<file path="src/logic/ipmc_regs.svh">
`ifndef IPMC_REGS_SVH
`define IPMC_REGS_SVH
// Operation
// - Non-maskable request accepted except reset, standby
// - Per-source enable bit gates each request
// - Mode bits select control mode 0 or 1
// - Mode 0: global mask blocks all maskable
// - Level 1 requests win over level 0
// - Same level: fixed default order decides
// - Unselected lower requests stay pending
// - Mode 1: level 0 needs global mask clear
// - Mode 1: level 1 blocked only both masks
// - Exception starts after current instruction completes
// - Core stacks program counter and condition register
// - Mode 0: core sets global mask after stacking
// - Mode 1: core sets both masks after stacking
// - Vector address generated; core jumps through it
// - Level register value 20 raises requests 2,3; here each level bit is one source, so 20 raises source 5 only
// - Vector spacing two bytes normal, four advanced
`define IPMC_NUM_SRC 16
`define IPMC_VEC_W 8
`define IPMC_ADDR_W 16
`define IPMC_NMI_VEC 8'h07
`define IPMC_SRC_VEC_BASE 8'h10
`define IPMC_LVL_RST 16'h0000
`define IPMC_LVL_EXAMPLE 8'h20
`define IPMC_ENTRY_NORMAL 16'h0002
`define IPMC_ENTRY_ADV 16'h0004
`endif

</file>
<file path="src/logic/ipmc_pkg.sv">
package ipmc_pkg;
  // Core sequencing states
  typedef enum logic [2:0] {
    IPMC_RUN,
    IPMC_FINISH,
    IPMC_STACK,
    IPMC_MASK,
    IPMC_FETCH
  } ipmc_core_state_t;
endpackage : ipmc_pkg

</file>
<file path="src/logic/ipmc_if.sv">
`include "ipmc_regs.svh"
interface ipmc_if;
  // Request flag from controller to core
  logic req;
  // Request is the non-maskable one
  logic req_nmi;
  // Vector number of the selected request
  logic [`IPMC_VEC_W-1:0] vec;
  // Core accepts the presented request
  logic ack;
  // Core mask bits and control mode
  logic glob_mask;
  logic user_mask_bit;
  logic ctrl_mode_bit_hi;
  logic ctrl_mode_bit_lo;
  modport ctrl (output req, output req_nmi, output vec, input ack,
    input glob_mask, input user_mask_bit, input ctrl_mode_bit_hi, input ctrl_mode_bit_lo);
  modport core (input req, input req_nmi, input vec, output ack,
    output glob_mask, output user_mask_bit, output ctrl_mode_bit_hi, output ctrl_mode_bit_lo);
endinterface : ipmc_if

</file>
<file path="src/logic/ipmc_core.sv">
`include "ipmc_regs.svh"
module ipmc_core
  import ipmc_pkg::*;
(
  // Clock and reset
  input wire logic clk_in,
  input wire logic rst_in,
  // Software mode and mask writes
  input wire logic [1:0] mode_in,
  input wire logic mask_wr_in,
  input wire logic glob_mask_in,
  input wire logic user_mask_in,
  input wire logic advanced_in,
  // Instruction boundary
  input wire logic instr_done_in,
  // Current program counter
  input wire logic [`IPMC_ADDR_W-1:0] pc_in,
  // Stack and vector outputs
  output logic stack_we_out,
  output logic [`IPMC_ADDR_W-1:0] stack_pc_out,
  output logic [7:0] stack_cond_out,
  output logic fetch_out,
  output logic [`IPMC_ADDR_W-1:0] vec_addr_out,
  // Controller side
  ipmc_if.core ctrl_if
);
  typedef struct packed {
    ipmc_core_state_t fsm;
    logic glob_mask;
    logic user_mask;
    logic [1:0] mode;
    logic ack;
    logic [`IPMC_VEC_W-1:0] vec;
    logic stack_we;
    logic [`IPMC_ADDR_W-1:0] stack_pc;
    logic [7:0] stack_cond;
    logic fetch;
    logic [`IPMC_ADDR_W-1:0] vec_addr;
  } ipmc_core_rec_t;

  ipmc_core_rec_t st;
  ipmc_core_rec_t next_st;

  // Core exception sequence
  always_comb begin
    next_st = st;
    next_st.ack = 1'b0;
    next_st.stack_we = 1'b0;
    next_st.fetch = 1'b0;
    case (st.fsm)
      IPMC_RUN: begin
        next_st.mode = mode_in;
        if (mask_wr_in) begin
          next_st.glob_mask = glob_mask_in;
          next_st.user_mask = user_mask_in;
        end
        if (ctrl_if.req) begin
          next_st.ack = 1'b1;
          next_st.vec = ctrl_if.vec;
          next_st.fsm = IPMC_FINISH;
        end
      end
      IPMC_FINISH: begin
        if (instr_done_in) begin
          next_st.fsm = IPMC_STACK;
        end
      end
      IPMC_STACK: begin
        next_st.stack_we = 1'b1;
        next_st.stack_pc = pc_in;
        next_st.stack_cond = {st.glob_mask, 1'b0, st.user_mask, 5'h00};
        next_st.fsm = IPMC_MASK;
      end
      IPMC_MASK: begin
        next_st.glob_mask = 1'b1;
        if (st.mode[0]) begin
          next_st.user_mask = 1'b1;
        end
        next_st.fsm = IPMC_FETCH;
      end
      IPMC_FETCH: begin
        next_st.fetch = 1'b1;
        next_st.vec_addr = advanced_in ? 16'(st.vec) * `IPMC_ENTRY_ADV
                                       : 16'(st.vec) * `IPMC_ENTRY_NORMAL;
        next_st.fsm = IPMC_RUN;
      end
      default: begin
        next_st.fsm = IPMC_RUN;
      end
    endcase
  end

  // State register
  always_ff @(posedge clk_in) begin
    if (rst_in) begin
      // Reset leaves only the global mask raised
      st <= '{fsm: IPMC_RUN, glob_mask: 1'b1, user_mask: 1'b0, mode: 2'h0, ack: 1'b0,
        vec: 8'h00, stack_we: 1'b0, stack_pc: 16'h0000, stack_cond: 8'h00, fetch: 1'b0,
        vec_addr: 16'h0000};
    end else begin
      st <= next_st;
    end
  end

  assign ctrl_if.ack = st.ack;
  assign ctrl_if.glob_mask = st.glob_mask;
  assign ctrl_if.user_mask_bit = st.user_mask;
  assign ctrl_if.ctrl_mode_bit_hi = st.mode[1];
  assign ctrl_if.ctrl_mode_bit_lo = st.mode[0];
  assign stack_we_out = st.stack_we;
  assign stack_pc_out = st.stack_pc;
  assign stack_cond_out = st.stack_cond;
  assign fetch_out = st.fetch;
  assign vec_addr_out = st.vec_addr;
endmodule : ipmc_core

</file>
<file path="src/flat_wrapper.sv">
// flat-port wrapper written by rule: the top's interface ports become plain ports
module ipmc_core_flat import ipmc_pkg::*;
  (clk_in, rst_in, mode_in, mask_wr_in, glob_mask_in, user_mask_in, advanced_in, instr_done_in, pc_in, stack_we_out, stack_pc_out, stack_cond_out, fetch_out, vec_addr_out, ctrl_if_req, ctrl_if_req_nmi, ctrl_if_vec, ctrl_if_ack, ctrl_if_glob_mask, ctrl_if_user_mask_bit, ctrl_if_ctrl_mode_bit_hi, ctrl_if_ctrl_mode_bit_lo);
  ipmc_if ctrl_if_i ();
  input wire logic clk_in;
  input wire logic rst_in;
  input wire logic [1:0] mode_in;
  input wire logic mask_wr_in;
  input wire logic glob_mask_in;
  input wire logic user_mask_in;
  input wire logic advanced_in;
  input wire logic instr_done_in;
  input wire logic [`IPMC_ADDR_W-1:0] pc_in;
  output logic stack_we_out;
  output logic [`IPMC_ADDR_W-1:0] stack_pc_out;
  output logic [7:0] stack_cond_out;
  output logic fetch_out;
  output logic [`IPMC_ADDR_W-1:0] vec_addr_out;
  input wire logic [$bits(ctrl_if_i.req)-1:0] ctrl_if_req;
  input wire logic [$bits(ctrl_if_i.req_nmi)-1:0] ctrl_if_req_nmi;
  input wire logic [$bits(ctrl_if_i.vec)-1:0] ctrl_if_vec;
  output wire logic [$bits(ctrl_if_i.ack)-1:0] ctrl_if_ack;
  output wire logic [$bits(ctrl_if_i.glob_mask)-1:0] ctrl_if_glob_mask;
  output wire logic [$bits(ctrl_if_i.user_mask_bit)-1:0] ctrl_if_user_mask_bit;
  output wire logic [$bits(ctrl_if_i.ctrl_mode_bit_hi)-1:0] ctrl_if_ctrl_mode_bit_hi;
  output wire logic [$bits(ctrl_if_i.ctrl_mode_bit_lo)-1:0] ctrl_if_ctrl_mode_bit_lo;
  assign ctrl_if_i.req = ctrl_if_req;
  assign ctrl_if_i.req_nmi = ctrl_if_req_nmi;
  assign ctrl_if_i.vec = ctrl_if_vec;
  assign ctrl_if_ack = ctrl_if_i.ack;
  assign ctrl_if_glob_mask = ctrl_if_i.glob_mask;
  assign ctrl_if_user_mask_bit = ctrl_if_i.user_mask_bit;
  assign ctrl_if_ctrl_mode_bit_hi = ctrl_if_i.ctrl_mode_bit_hi;
  assign ctrl_if_ctrl_mode_bit_lo = ctrl_if_i.ctrl_mode_bit_lo;
  ipmc_core u_core (.clk_in(clk_in), .rst_in(rst_in), .mode_in(mode_in), .mask_wr_in(mask_wr_in), .glob_mask_in(glob_mask_in), .user_mask_in(user_mask_in), .advanced_in(advanced_in), .instr_done_in(instr_done_in), .pc_in(pc_in), .stack_we_out(stack_we_out), .stack_pc_out(stack_pc_out), .stack_cond_out(stack_cond_out), .fetch_out(fetch_out), .vec_addr_out(vec_addr_out), .ctrl_if(ctrl_if_i));
endmodule
</file>
<file path="config.mk">
export PLATFORM = sky130hd
export DESIGN_NAME = ipmc_core_flat
export DESIGN_NICKNAME = d
export VERILOG_FILES = /design/src/logic/ipmc_pkg.sv /design/src/logic/ipmc_if.sv /design/src/logic/ipmc_core.sv /design/src/flat_wrapper.sv
export VERILOG_INCLUDE_DIRS = /design/src /design/src/logic
export SDC_FILE = /design/constraint.sdc
export NUM_CORES = 1
export LEC_CHECK = 0
export BUFFER_PORTS_ARGS = -buffer_cell sky130_fd_sc_hd__buf_2
export CAP_MARGIN = 5
export CORE_MARGIN = 4
export CORE_UTILIZATION = 45
export CTS_BUF_LIST = sky130_fd_sc_hd__clkbuf_8
export CTS_CLUSTER_SIZE = 28
export DETAILED_ROUTE_END_ITERATION = 6
export PLACE_DENSITY = 0.78
export RECOVER_POWER = 25
export SLEW_MARGIN = 5
export SYNTH_ARGS = -nofsm -noshare
export SYNTH_HDL_FRONTEND = slang
export SYNTH_SLANG_ARGS = --single-unit
</file>
<file path="constraint.sdc">
create_clock -name clk_in -period 1.24 [get_ports clk_in]
set_input_delay 0.186 -clock clk_in [delete_from_list [all_inputs] [get_ports clk_in]]
set_output_delay 0.186 -clock clk_in [all_outputs]
set_load 0.01 [all_outputs]
</file>
=== After elaboration in Yosys (flattened, before gate mapping) ===
Index checks and enable logic that the tools add are counted.

* Equality and inequality tests: 8
* Mux-type cells: 10
* Bitwise operators: 1
* Reduce and logical (&&, ||, !) cells: 7

{| class="wikitable"
|+ Operator list
! cell !! count
|-
| 25-bit 2-to-1 mux || 1
|-
| 17-bit 2-to-1 mux || 1
|-
| 3-bit case mux with 4 select lines || 1
|-
| 10-bit 2-to-1 mux || 1
|-
| 9-bit 2-to-1 mux || 1
|-
| 3-bit by 2-bit equality test with 1-bit output (second input constant) || 2
|-
| 3-bit 2-to-1 mux || 2
|-
| 2-bit != test (second input constant) || 3
|-
| 2-bit AND reduction || 3
|-
| 2-bit case mux with 2 select lines || 1
|-
| 3-bit by 1-bit equality test with 1-bit output (second input constant) || 1
|-
| 3-bit equality test (second input constant) || 1
|-
| 3-bit logical NOT || 1
|-
| 3-bit AND reduction || 1
|-
| 2-bit 2-to-1 mux || 1
|-
| 2-bit by 1-bit != test with 1-bit output (second input constant) || 1
|-
| 2-bit nonzero test || 1
|-
| 2-bit OR reduction || 1
|-
| 1-bit 2-to-1 mux || 1
|-
| 1-bit inverter || 1
|}

* Register bits after elaboration: 52
* Input port bits: 35
* Word-level logic and storage cells: 37

=== Longest topological paths before layout ===
Gate-level depths: netlist of the first run.

* Word-level depth: 3
* Mapped depth: 5
* Gate-level depth less buffers: 3

=== Worst setup path before layout of the first run ===
No wires, ideal clock.

* Path type: flip-flop to flip-flop
* From: register u_core.st[56] in the netlist's numbering
* To: register u_core.st (netlist bit u_core.stack_cond_out[7])
* Data arrival time: 1.147 ns
* Required time: 1.109 ns
* Slack: -0.038 ns
* Stages on the path, launching flop included: 6
* Path buffers: 2
* Clock period less this slack: 1.278 ns
* Cell sequence: dfxtp_1 or3b_1 buf_2 buf_6 nand2_1 a21oi_2

* Cells in the longest elaborated chain, start to end: 1

{| class="wikitable"
|+ Ends and longest elaborated chain
! item !! RTL line !! RTL
|-
| start: declaration || ipmc_core.sv:41 || <nowiki>ipmc_core_rec_t st;</nowiki>
|-
| start signal: assignment || ipmc_core.sv:97 || <nowiki>st <= '{fsm: IPMC_RUN, glob_mask: 1'b1, user_mask: 1'b0, mode: 2'h0, ack: 1'b0,</nowiki>
|-
| start signal: assignment || ipmc_core.sv:101 || <nowiki>st <= next_st;</nowiki>
|-
| 3-bit by 2-bit equality test with 1-bit output || ipmc_core.sv:50 || <nowiki>case (st.fsm)</nowiki>
|}

No other way between the ends.
A chain may end at the register's enable or synchronous reset.

=== Final worst setup path of the first run ===
* From: register u_core.st[57] in the netlist's numbering
* To: register u_core.st (netlist bit u_core.stack_pc_out[10])

The elaborated chain is that of the path after synthesis.

==> reports/summary.txt, run 1 <==
status: finished with violations
failing checks: setup timing
Hold WS: 0.132 ns
top post-synthesis cells by area: dfxtp_1, buf_4, nand2_1
Synth warnings: 0
Synth area leader: dfxtp_1
worst r2r dst: u_core.stack_pc_out[10]
Final Slew Violations: 0
drt drc: 0
IO Port Bufs: 67
syn_area_per_cell: 8.89 sq um
R2R Path Start: u_core.st[57]
Min-Delay Path Class: primary input to flop
Root Buffer: clkbuf_8
Worst Setup SP: u_core.st[57]
register area share after synthesis: 0.433
met1 Track Usage GR: 0.145
clk buf depth: 2
VDD IR max: 0.000638 V
total gr overflow: 0
worst reg2reg setup slack: -0.05 ns
#FFs+latches synth: 45
highest clock rate: 773 MHz
reg2reg path depth: 5
gr usage total: 0.127
share of the synthesized area in the top cell type: 0.433
die height: 76 um
H-tree depth: 2
Worst Setup Path Type: flop to flop
Post-Synthesis Cells: 234
dpl ws: -0.120 ns
Final Hold Fails: 0
First DRT Iteration DRCs: 18
placed cells: 325
vias: 1622
Worst EP required: 1.41 ns
row count: 24
leakage power: 1.17 nW
ys async rst share: 0
GRT met3 Usage: 0.0544
commonest non-fill, non-tap cell in the layout: buf_2
Post-Layout Cell Count: 341
via/cell ratio: 4.76
Power Total: 2.91 mW
WL per Instance: 13.0 um
post-synthesis cell area: 2080 sq um
Antenna Nets Post-Route: 0
critical path arrival: 1.46 ns
area of the die: 5780 sq um
CTS tree: yes
first-pass GRT wire length: 6.13 mm
met2 usage: 0.211
Area Growth Syn to Fin: 28.3%
clk sink count: 45
Final nets: 325
clock latency on the worst-skew pair: 0.28 ns
dpl cell area: 2260 sq um
Psw: 0.759 mW
Synth Flop Type: dfxtp_1
clk slew on worst S/H paths: 0.08 ns
antenna violations before repair: 0
post-DP HPWL: 2.69 mm
Routability Congestion: 0.692
die width: 76 um
Clock power frac: 0.278
final setup fails: 27
Switching Share: 0.261
layout cells sized above 1: 0.488
CP Max Fanout: 5
RSZ-0062 raised after global routing: yes
Comb pwr share: 0.185
drt total wl: 4.44 mm
CP Capture Type: flop
# IOs: 82
number of flops mapped to enable cells by yosys: 0
Setup crit end: u_core.stack_pc_out[10]
Tcrit/Tclk final: 1.04
Initial Util: 0.471
PwrDens: 1090 nW/um^2
busiest grt layer: met2
sequential power share: 0.537
largest net degree at the start of global routing: 46
most frequent cells in the layout: buf_2, dfxtp_1, nand2_1
final setup margin: -0.0543 ns
CP Launch Type: flop
vias in the first global route: 1349
post-layout minimum cycle time: 1.29 ns
Core ar.: 4410 sq um
Pint: 2.15 mW
max cap viols: 0
Netlist cell types: 28
CTS buffer count: 5
diode count: 0
Pre-Repair DR Iteration Count: 4
cell area after layout: 2670 sq um
worst clock skew: 0.00411 ns
[state kept, by name (all words and copies together) (netlist names)]
signal	count
u_core.ctrl_if.user_mask_bit	1
u_core.ctrl_if.ctrl_mode_bit_lo	1
u_core.ctrl_if.ctrl_mode_bit_hi	1
u_core.stack_cond_out	2
u_core.ctrl_if.ack	1
u_core.vec_addr_out	9
u_core.st	11
u_core.fetch_out	1
u_core.ctrl_if.glob_mask	1
u_core.stack_we_out	1
u_core.stack_pc_out	16
[critical path: stages, from the launching register on]
cell	delay, ns
dfxtp_4	0.37
buf_6	0.11
or3b_4	0.41
buf_2	0.17
nand2_1	0.06
a21oi_1	0.06
[synthesized netlist by cell type, types with 2 or more instances]
cell type	n
nand2_1	54
dfxtp_1	45
buf_4	42
a21oi_1	26
nor2_1	14
mux2i_1	11
a211oi_1	6
buf_6	5
buf_2	3
clkbuf_1	3
nand3b_1	3
nor3_1	3
a21oi_2	2
nor3b_4	2
nor4b_4	2
[routing by layer]
layer,vias up,share of wire
met3,4,0.071
li1,834,-
met4,0,0.011
met5,-,0
met1,730,0.41
met2,54,0.50
[final cells by class]
| class | count | area, sq um |
|---|---|---|
| flip-flops and latches | 45 | 912 |
| multi-input cells | 146 | 947 |
| inverters | 1 | 3.75 |
| clock buffers | 5 | 68.8 |
| fillers | 376 | 1740 |
| well taps | 52 | 65.1 |
| clock inverters | 1 | 5.00 |
| repair buffers | 91 | 668 |
[power by group through the flow]
stage | logic, mW | clock network (mW) | registers, mW
2_1_floorplan | 0.337 | 0 | 1.59
3_3_place_gp | 0.422 | 0 | 1.58
3_5_place_dp | 0.431 | 0 | 1.59
4_1_cts | 0.452 | 0.835 | 1.56
5_1_grt | 0.582 | 0.911 | 1.57
6_report | 0.539 | 0.809 | 1.56
[through the flow]
| step | utilization | setup TNS, ns |
|---|---|---|
| after detailed placement | 0.512 | -1.61 |
| after CTS | 0.541 | -0.0933 |
| after global routing | 0.605 | -2.26 |
| after global placement | 0.512 | -1.27 |
| final | 0.605 | -0.610 |
| after floorplan | - | 0 |
[how the worst min path moves through the flow]
stage | start | to | slack [ns] | cells after the start
after floorplan | pc_in[0] | u_core.stack_pc_out[0] | 0.32 | 2
after global placement | pc_in[7] | u_core.stack_pc_out[7] | 0.43 | 3
after detailed placement | ctrl_if_vec[3] | u_core.st[45] | 0.43 | 3
after CTS | pc_in[15] | u_core.stack_pc_out[15] | 0.12 | 3
after global routing | ctrl_if_vec[3] | u_core.st[45] | 0.11 | 3
final | ctrl_if_vec[2] | u_core.st[44] | 0.13 | 3
[cell families after synthesis]
| family | Yosys count | synth area share |
|---|---|---|
| and+or+nand+nor | 84 | 0.204 |
| buffers and inverters | 55 | 0.199 |
| DFF | 45 | 0.433 |
| AOI/OAI and AO/OA | 38 | 0.109 |
| muxes | 11 | 0.0529 |
| other | 1 | 0.00180 |
[what timing repair did]
action,CTS,global route
buffers inserted,0,3
hold buffers,0,0
cloned,2,5
setup endpoints to repair,29,36
pin swaps,1,34
resized for setup,16,44
No activity file was read; power rests on OpenSTA's default activity.
==> run 2: changes to the inputs <==
BUFFER_PORTS_ARGS = not set   (was -buffer_cell sky130_fd_sc_hd__buf_2)
CORE_UTILIZATION = 50   (was 45)
DONT_BUFFER_PORTS = 1   (was not set)
PLACE_DENSITY = 0.68   (was 0.78)
SLEW_MARGIN = not set   (was 5)
==> run 2 against run 1 <==
- critical path depth is the same
- utilization shrank 2.1 points
- total power grew 0.11%
- worst hold slack lost 0.18 ns
- sequential share of layout area grew 4.7 points
- clock power grew 15%
- via count shrank 17%
- non-clock buffer count shrank 70
- clock skew grew 0.0066 ns
- the flow finishes with violations (hold timing, setup timing)
- sequential power is essentially flat
- global-route usage grew 0.68 points
- first-iteration DRC count grew 28%
==> reports/summary.txt, run 2 (synthesis gave the netlist of run 1 again) <==
Initial Util: 0.520 (was 0.471)
layout cells sized above 1: 0.394 (was 0.488)
PwrDens: 1250 nW/um^2 (was 1090 nW/um^2)
commonest non-fill, non-tap cell in the layout: dfxtp_1 (was buf_2)
clk buf depth: 2 (unchanged)
Antenna Nets Post-Route: 0 (unchanged)
Routability Congestion: 0.678 (was 0.692)
area of the die: 5260 sq um (was 5780 sq um)
WL per Instance: 14.3 um (was 13.0 um)
leakage power: 0.853 nW (was 1.17 nW)
CTS buffer count: 5 (unchanged)
drt drc: 0 (unchanged)
Worst EP required: 1.42 ns (was 1.41 ns)
via/cell ratio: 4.96 (was 4.76)
Worst Setup Path Type: flop to flop (unchanged)
clk slew on worst S/H paths: 0.09 ns (was 0.08 ns)
CP Launch Type: flop (unchanged)
vias in the first global route: 1192 (was 1349)
clock latency on the worst-skew pair: 0.29 ns (was 0.28 ns)
worst clock skew: 0.0107 ns (was 0.00411 ns)
clk sink count: 45 (unchanged)
diode count: 0 (unchanged)
Final nets: 255 (was 325)
first-pass GRT wire length: 5.56 mm (was 6.13 mm)
post-DP HPWL: 2.52 mm (was 2.69 mm)
Core ar.: 4000 sq um (was 4410 sq um)
Min-Delay Path Class: primary input to flop (unchanged)
First DRT Iteration DRCs: 23 (was 18)
Worst Setup SP: u_core.st[57] (unchanged)
Final Slew Violations: 0 (unchanged)
most frequent cells in the layout: dfxtp_1, nand2_1, a21oi_2 (was buf_2, dfxtp_1, nand2_1)
Hold Crit Start: rst_in (was ctrl_if_vec[2])
VDD IR max: 0.000942 V (was 0.000638 V)
Pre-Repair DR Iteration Count: 3 (was 4)
max cap viols: 0 (unchanged)
post-layout util: 0.584 (was 0.605)
gr usage total: 0.134 (was 0.127)
largest net degree at the start of global routing: 46 (unchanged)
highest clock rate: 773 MHz (about the same)
die width: 72.5 um (was 76 um)
CP Capture Type: flop (unchanged)
CP Max Fanout: 5 (unchanged)
CTS tree: yes (unchanged)
Post-Layout Cell Count: 271 (was 341)
failing checks: hold timing, setup timing (was setup timing)
drt total wl: 3.88 mm (was 4.44 mm)
Hold WS: -0.0468 ns (was 0.132 ns)
total gr overflow: 0 (unchanged)
max FFs per register: 16 (unchanged)
die height: 72.5 um (was 76 um)
dpl cell area: 1910 sq um (was 2260 sq um)
# IOs: 82 (unchanged)
cell area after layout: 2330 sq um (was 2670 sq um)
antenna violations before repair: 0 (unchanged)
IO Port Bufs: 0 (was 67)
R2R Path Start: u_core.st[57] (unchanged)
Final Hold Fails: 44 (was 0)
H-tree depth: 2 (unchanged)
Tcrit/Tclk final: 1.04 (about the same)
post-layout minimum cycle time: 1.29 ns (about the same)
placed cells: 256 (was 325)
vias: 1344 (was 1622)
final setup fails: 18 (was 27)
Power Total: 2.91 mW (about the same)
Area Growth Syn to Fin: 12.2% (was 28.3%)
final setup margin: -0.0542 ns (was -0.0543 ns)
critical path arrival: 1.48 ns (was 1.46 ns)
Root Buffer: clkbuf_8 (unchanged)
RSZ-0062 raised after global routing: yes (unchanged)
status: finished with violations (unchanged)
row count: 23 (was 24)
## run 2: repair_timing
action	CTS	global route
setup buffers	0	4
pin swaps	1	26
endpoints found under the hold margin	45	45
gates cloned	0	3
setup endpoints to repair	30	36
gates resized for setup	7	61
## run 2: cell type report
class                           count  area, sq um
Clock inverter                      2         13.8
Inverter                            1         3.75
Multi-Input combinational cell    146         1020
Timing Repair Buffer               21          248
Tap cell                           50         62.6
Clock buffer                        6         82.6
Sequential cell                    45          907
Fill cell                         361         1670
## run 2: routing by layer
metal	vias to the layer above	routed length (um)	GRT usage
met5	-	0	0
met4	0	34	0.0492
met3	4	332	0.0568
met2	48	1870	0.219
met1	601	1640	0.157
li1	691	-	-
## run 2: final timing paths
path / to / slack (ns) / cells past startpoint
min: u_core.st[42] / -0.05 / 1
min reg2reg: u_core.st[49] / 0.47 / 2
max reg2reg: u_core.stack_pc_out[4] / -0.05 / 5
max: u_core.stack_pc_out[4] / -0.05 / 5
## run 2: through the flow
step | hold slack, ns | setup TNS [ns] | worst slack [ns]
global route | -0.0763 | -1.90 | -0.0951
detailed placement | 0.254 | -1.55 | -0.0838
finish | -0.0468 | -0.687 | -0.0542
CTS | -0.0635 | -0.540 | -0.0398
global placement | 0.253 | -1.42 | -0.0726
floorplan | 0.322 | 0 | 0.00000655
## run 2: critical path, cell delays in order, from the launching register on
cell and delay [ns]:
dfxtp_2 0.33, buf_6 0.11, or3b_4 0.45, clkbuf_16 0.20, nand2_4 0.06, a21oi_2 0.04
## run 2: report_power, final
group          switching [mW]  internal [mW]  total, mW
Sequential             0.0811           1.51       1.59
Combinational           0.185          0.205      0.391
Clock                   0.477          0.452      0.929
==> run 3: changes to the inputs <==
==> constraint.sdc (replaced) <==
create_clock -name clk_in -period 1.24 [get_ports clk_in]
set_input_delay 0.124 -clock clk_in [delete_from_list [all_inputs] [get_ports clk_in]]
set_output_delay 0.124 -clock clk_in [all_outputs]
set_load 0.01 [all_outputs]
==> run 3 against run 2 <==
- the flow still finishes with violations (hold timing, setup timing)
- final area fell by 6.4%
- first-iteration DRC count rose by 39%
- clock power rose by 18%
- die area did not move
- worst hold slack got worse by 0.059 ns
- largest power group unchanged
- total power rose by 4.0%
- clock skew fell by 0.0062 ns
- global-route usage rose by 0.42 points
- non-clock buffer count fell by 2
==> reports/summary.txt, run 3 (synthesis gave the netlist of run 1 again) <==
final setup margin: -0.0163 ns (was -0.0542 ns)
cell area after layout: 2180 sq um (was 2330 sq um)
via/cell ratio: 5.01 (was 4.96)
drt drc: 0 (unchanged)
critical path arrival: 1.44 ns (was 1.48 ns)
Core ar.: 4000 sq um (unchanged)
Worst Setup Path Type: flop to flop (unchanged)
dpl cell area: 1920 sq um (was 1910 sq um)
# IOs: 82 (unchanged)
Initial Util: 0.520 (unchanged)
antenna violations before repair: 0 (unchanged)
worst reg2reg setup slack: -0.02 ns (was -0.05 ns)
Worst EP required: 1.42 ns (about the same)
Pre-Repair DR Iteration Count: 4 (was 3)
Final Slew Violations: 0 (unchanged)
worst r2r dst: u_core.stack_pc_out[0] (was u_core.stack_pc_out[4])
Final nets: 253 (was 255)
vias in the first global route: 1283 (was 1192)
max cap viols: 0 (unchanged)
highest clock rate: 796 MHz (was 773 MHz)
PwrDens: 1390 nW/um^2 (was 1250 nW/um^2)
Routability Congestion: 0.688 (was 0.678)
R2R Path Start: u_core.st[57] (unchanged)
status: finished with violations (unchanged)
end of the worst hold path: u_core.stack_cond_out[7] (was u_core.st[42])
area of the die: 5260 sq um (unchanged)
final setup fails: 14 (was 18)
max FFs per register: 16 (unchanged)
Final Hold Fails: 45 (was 44)
row count: 23 (unchanged)
CTS tree: yes (unchanged)
worst clock skew: 0.00456 ns (was 0.0107 ns)
WL per Instance: 13.6 um (was 14.3 um)
slowest stage delay, CP: 0.40 ns (was 0.45 ns)
layout cells sized above 1: 0.251 (was 0.394)
post-layout minimum cycle time: 1.26 ns (was 1.29 ns)
Min-Delay Path Class: primary input to flop (unchanged)
clk sink count: 45 (unchanged)
Antenna Nets Post-Route: 0 (unchanged)
CP Max Fanout: 9 (was 5)
Critical Path Slowest Stage Cell: or3b_4 (unchanged)
First DRT Iteration DRCs: 32 (was 23)
Hold Crit Depth: 1 (unchanged)
clock latency on the worst-skew pair: 0.29 ns (about the same)
Root Buffer: clkbuf_8 (unchanged)
CP Launch Type: flop (unchanged)
worst-path cell chain: buf_6 -> or3b_4 -> clkbuf_16 -> nand2_1 -> a21oi_1 (was buf_6 -> or3b_4 -> clkbuf_16 -> nand2_4 -> a21oi_2)
Hold WS: -0.106 ns (was -0.0468 ns)
vias: 1349 (was 1344)
clk buf depth: 2 (unchanged)
most frequent cells in the layout: nand2_1, dfxtp_1, a21oi_1 (was dfxtp_1, nand2_1, a21oi_2)
H-tree depth: 2 (unchanged)
total gr overflow: 0 (unchanged)
post-DP HPWL: 2.54 mm (was 2.52 mm)
register area: 907 sq um (unchanged)
gr usage total: 0.138 (was 0.134)
fill count: 388 (was 361)
Tcrit/Tclk final: 1.01 (was 1.04)
clk slew on worst S/H paths: 0.08 ns (was 0.09 ns)
largest net degree at the start of global routing: 46 (unchanged)
Hold Crit Start: rst_in (unchanged)
drt total wl: 3.65 mm (was 3.88 mm)
CTS buffer count: 5 (unchanged)
multi-input combinational cell area: 883 sq um (was 1020 sq um)
CP Capture Type: flop (unchanged)
leakage power: 0.824 nW (was 0.853 nW)
IO Port Bufs: 0 (unchanged)
first-pass GRT wire length: 5.75 mm (was 5.56 mm)
diode count: 0 (unchanged)
commonest non-fill, non-tap cell in the layout: nand2_1 (was dfxtp_1)
VDD IR max: 0.000654 V (was 0.000942 V)
Area Growth Syn to Fin: 4.99% (was 12.2%)
failing checks: hold timing, setup timing (unchanged)
die height: 72.5 um (unchanged)
reg2reg path depth: 5 (unchanged)
die width: 72.5 um (unchanged)
RSZ-0062 raised after global routing: yes (unchanged)
## run 3: per-layer routing
| metal | track usage | wire, um |
|---|---|---|
| met5 | 0 | 0 |
| met4 | 0.0492 | 34 |
| met3 | 0.0582 | 332 |
| met2 | 0.237 | 1750 |
| met1 | 0.154 | 1530 |
## run 3: worst max-delay path by stage
stage	end	start	slack (ns)	depth (start not counted)
floorplan	u_core.stack_cond_out[7]	u_core.st[55]	0.000007	5
global route	u_core.stack_pc_out[11]	u_core.st[56]	-0.07	5
global placement	u_core.st[46]	u_core.st[57]	-0.06	3
finish	u_core.stack_pc_out[0]	u_core.st[57]	-0.02	5
detailed placement	u_core.st[46]	u_core.st[57]	-0.07	3
CTS	u_core.stack_cond_out[5]	u_core.st[57]	-0.03	5
## run 3: report_power, final
part	internal, mW	leakage [nW]	switching [mW]	total [mW]
combinational	0.176	0.394	0.167	0.343
sequential	1.51	0.367	0.0718	1.59
clock	0.649	0.0626	0.455	1.10
## run 3: cell type report
cell class                      count  area share
Multi-Input combinational cell    146       0.404
Inverter                            1     0.00172
Timing Repair Buffer               19      0.0968
Clock buffer                        6      0.0378
Tap cell                           50      0.0286
Clock inverter                      2      0.0155
Sequential cell                    45       0.415
## run 3: repair_timing
action	CTS	global route
gates cloned	0	1
resized for setup	6	24
hold endpoints to repair	45	45
buffers inserted	4	0
setup endpoints to repair	35	39
pin swaps	3	5
## run 3: metrics by stage
step,cells,setup TNS [ns],util,setup slack [ns],total power [mW]
after detailed placement,257,-1.38,0.479,-0.0682,1.91
after floorplan,246,0,-,0.00000655,1.93
after global placement,257,-0.857,0.479,-0.0611,1.90
after global routing,269,-1.46,0.546,-0.0716,3.18
final,269,-0.150,0.546,-0.0163,3.03
after CTS,269,-0.384,0.520,-0.0320,3.04
## run 3: critical path, delay by kind of cell, from the launching register on
kind / cells / cell delay [ns]
and+or+nand+nor: 2 / 0.46
AOI/OAI and AO/OA: 1 / 0.06
DFF: 1 / 0.34
buffers and inverters: 2 / 0.30
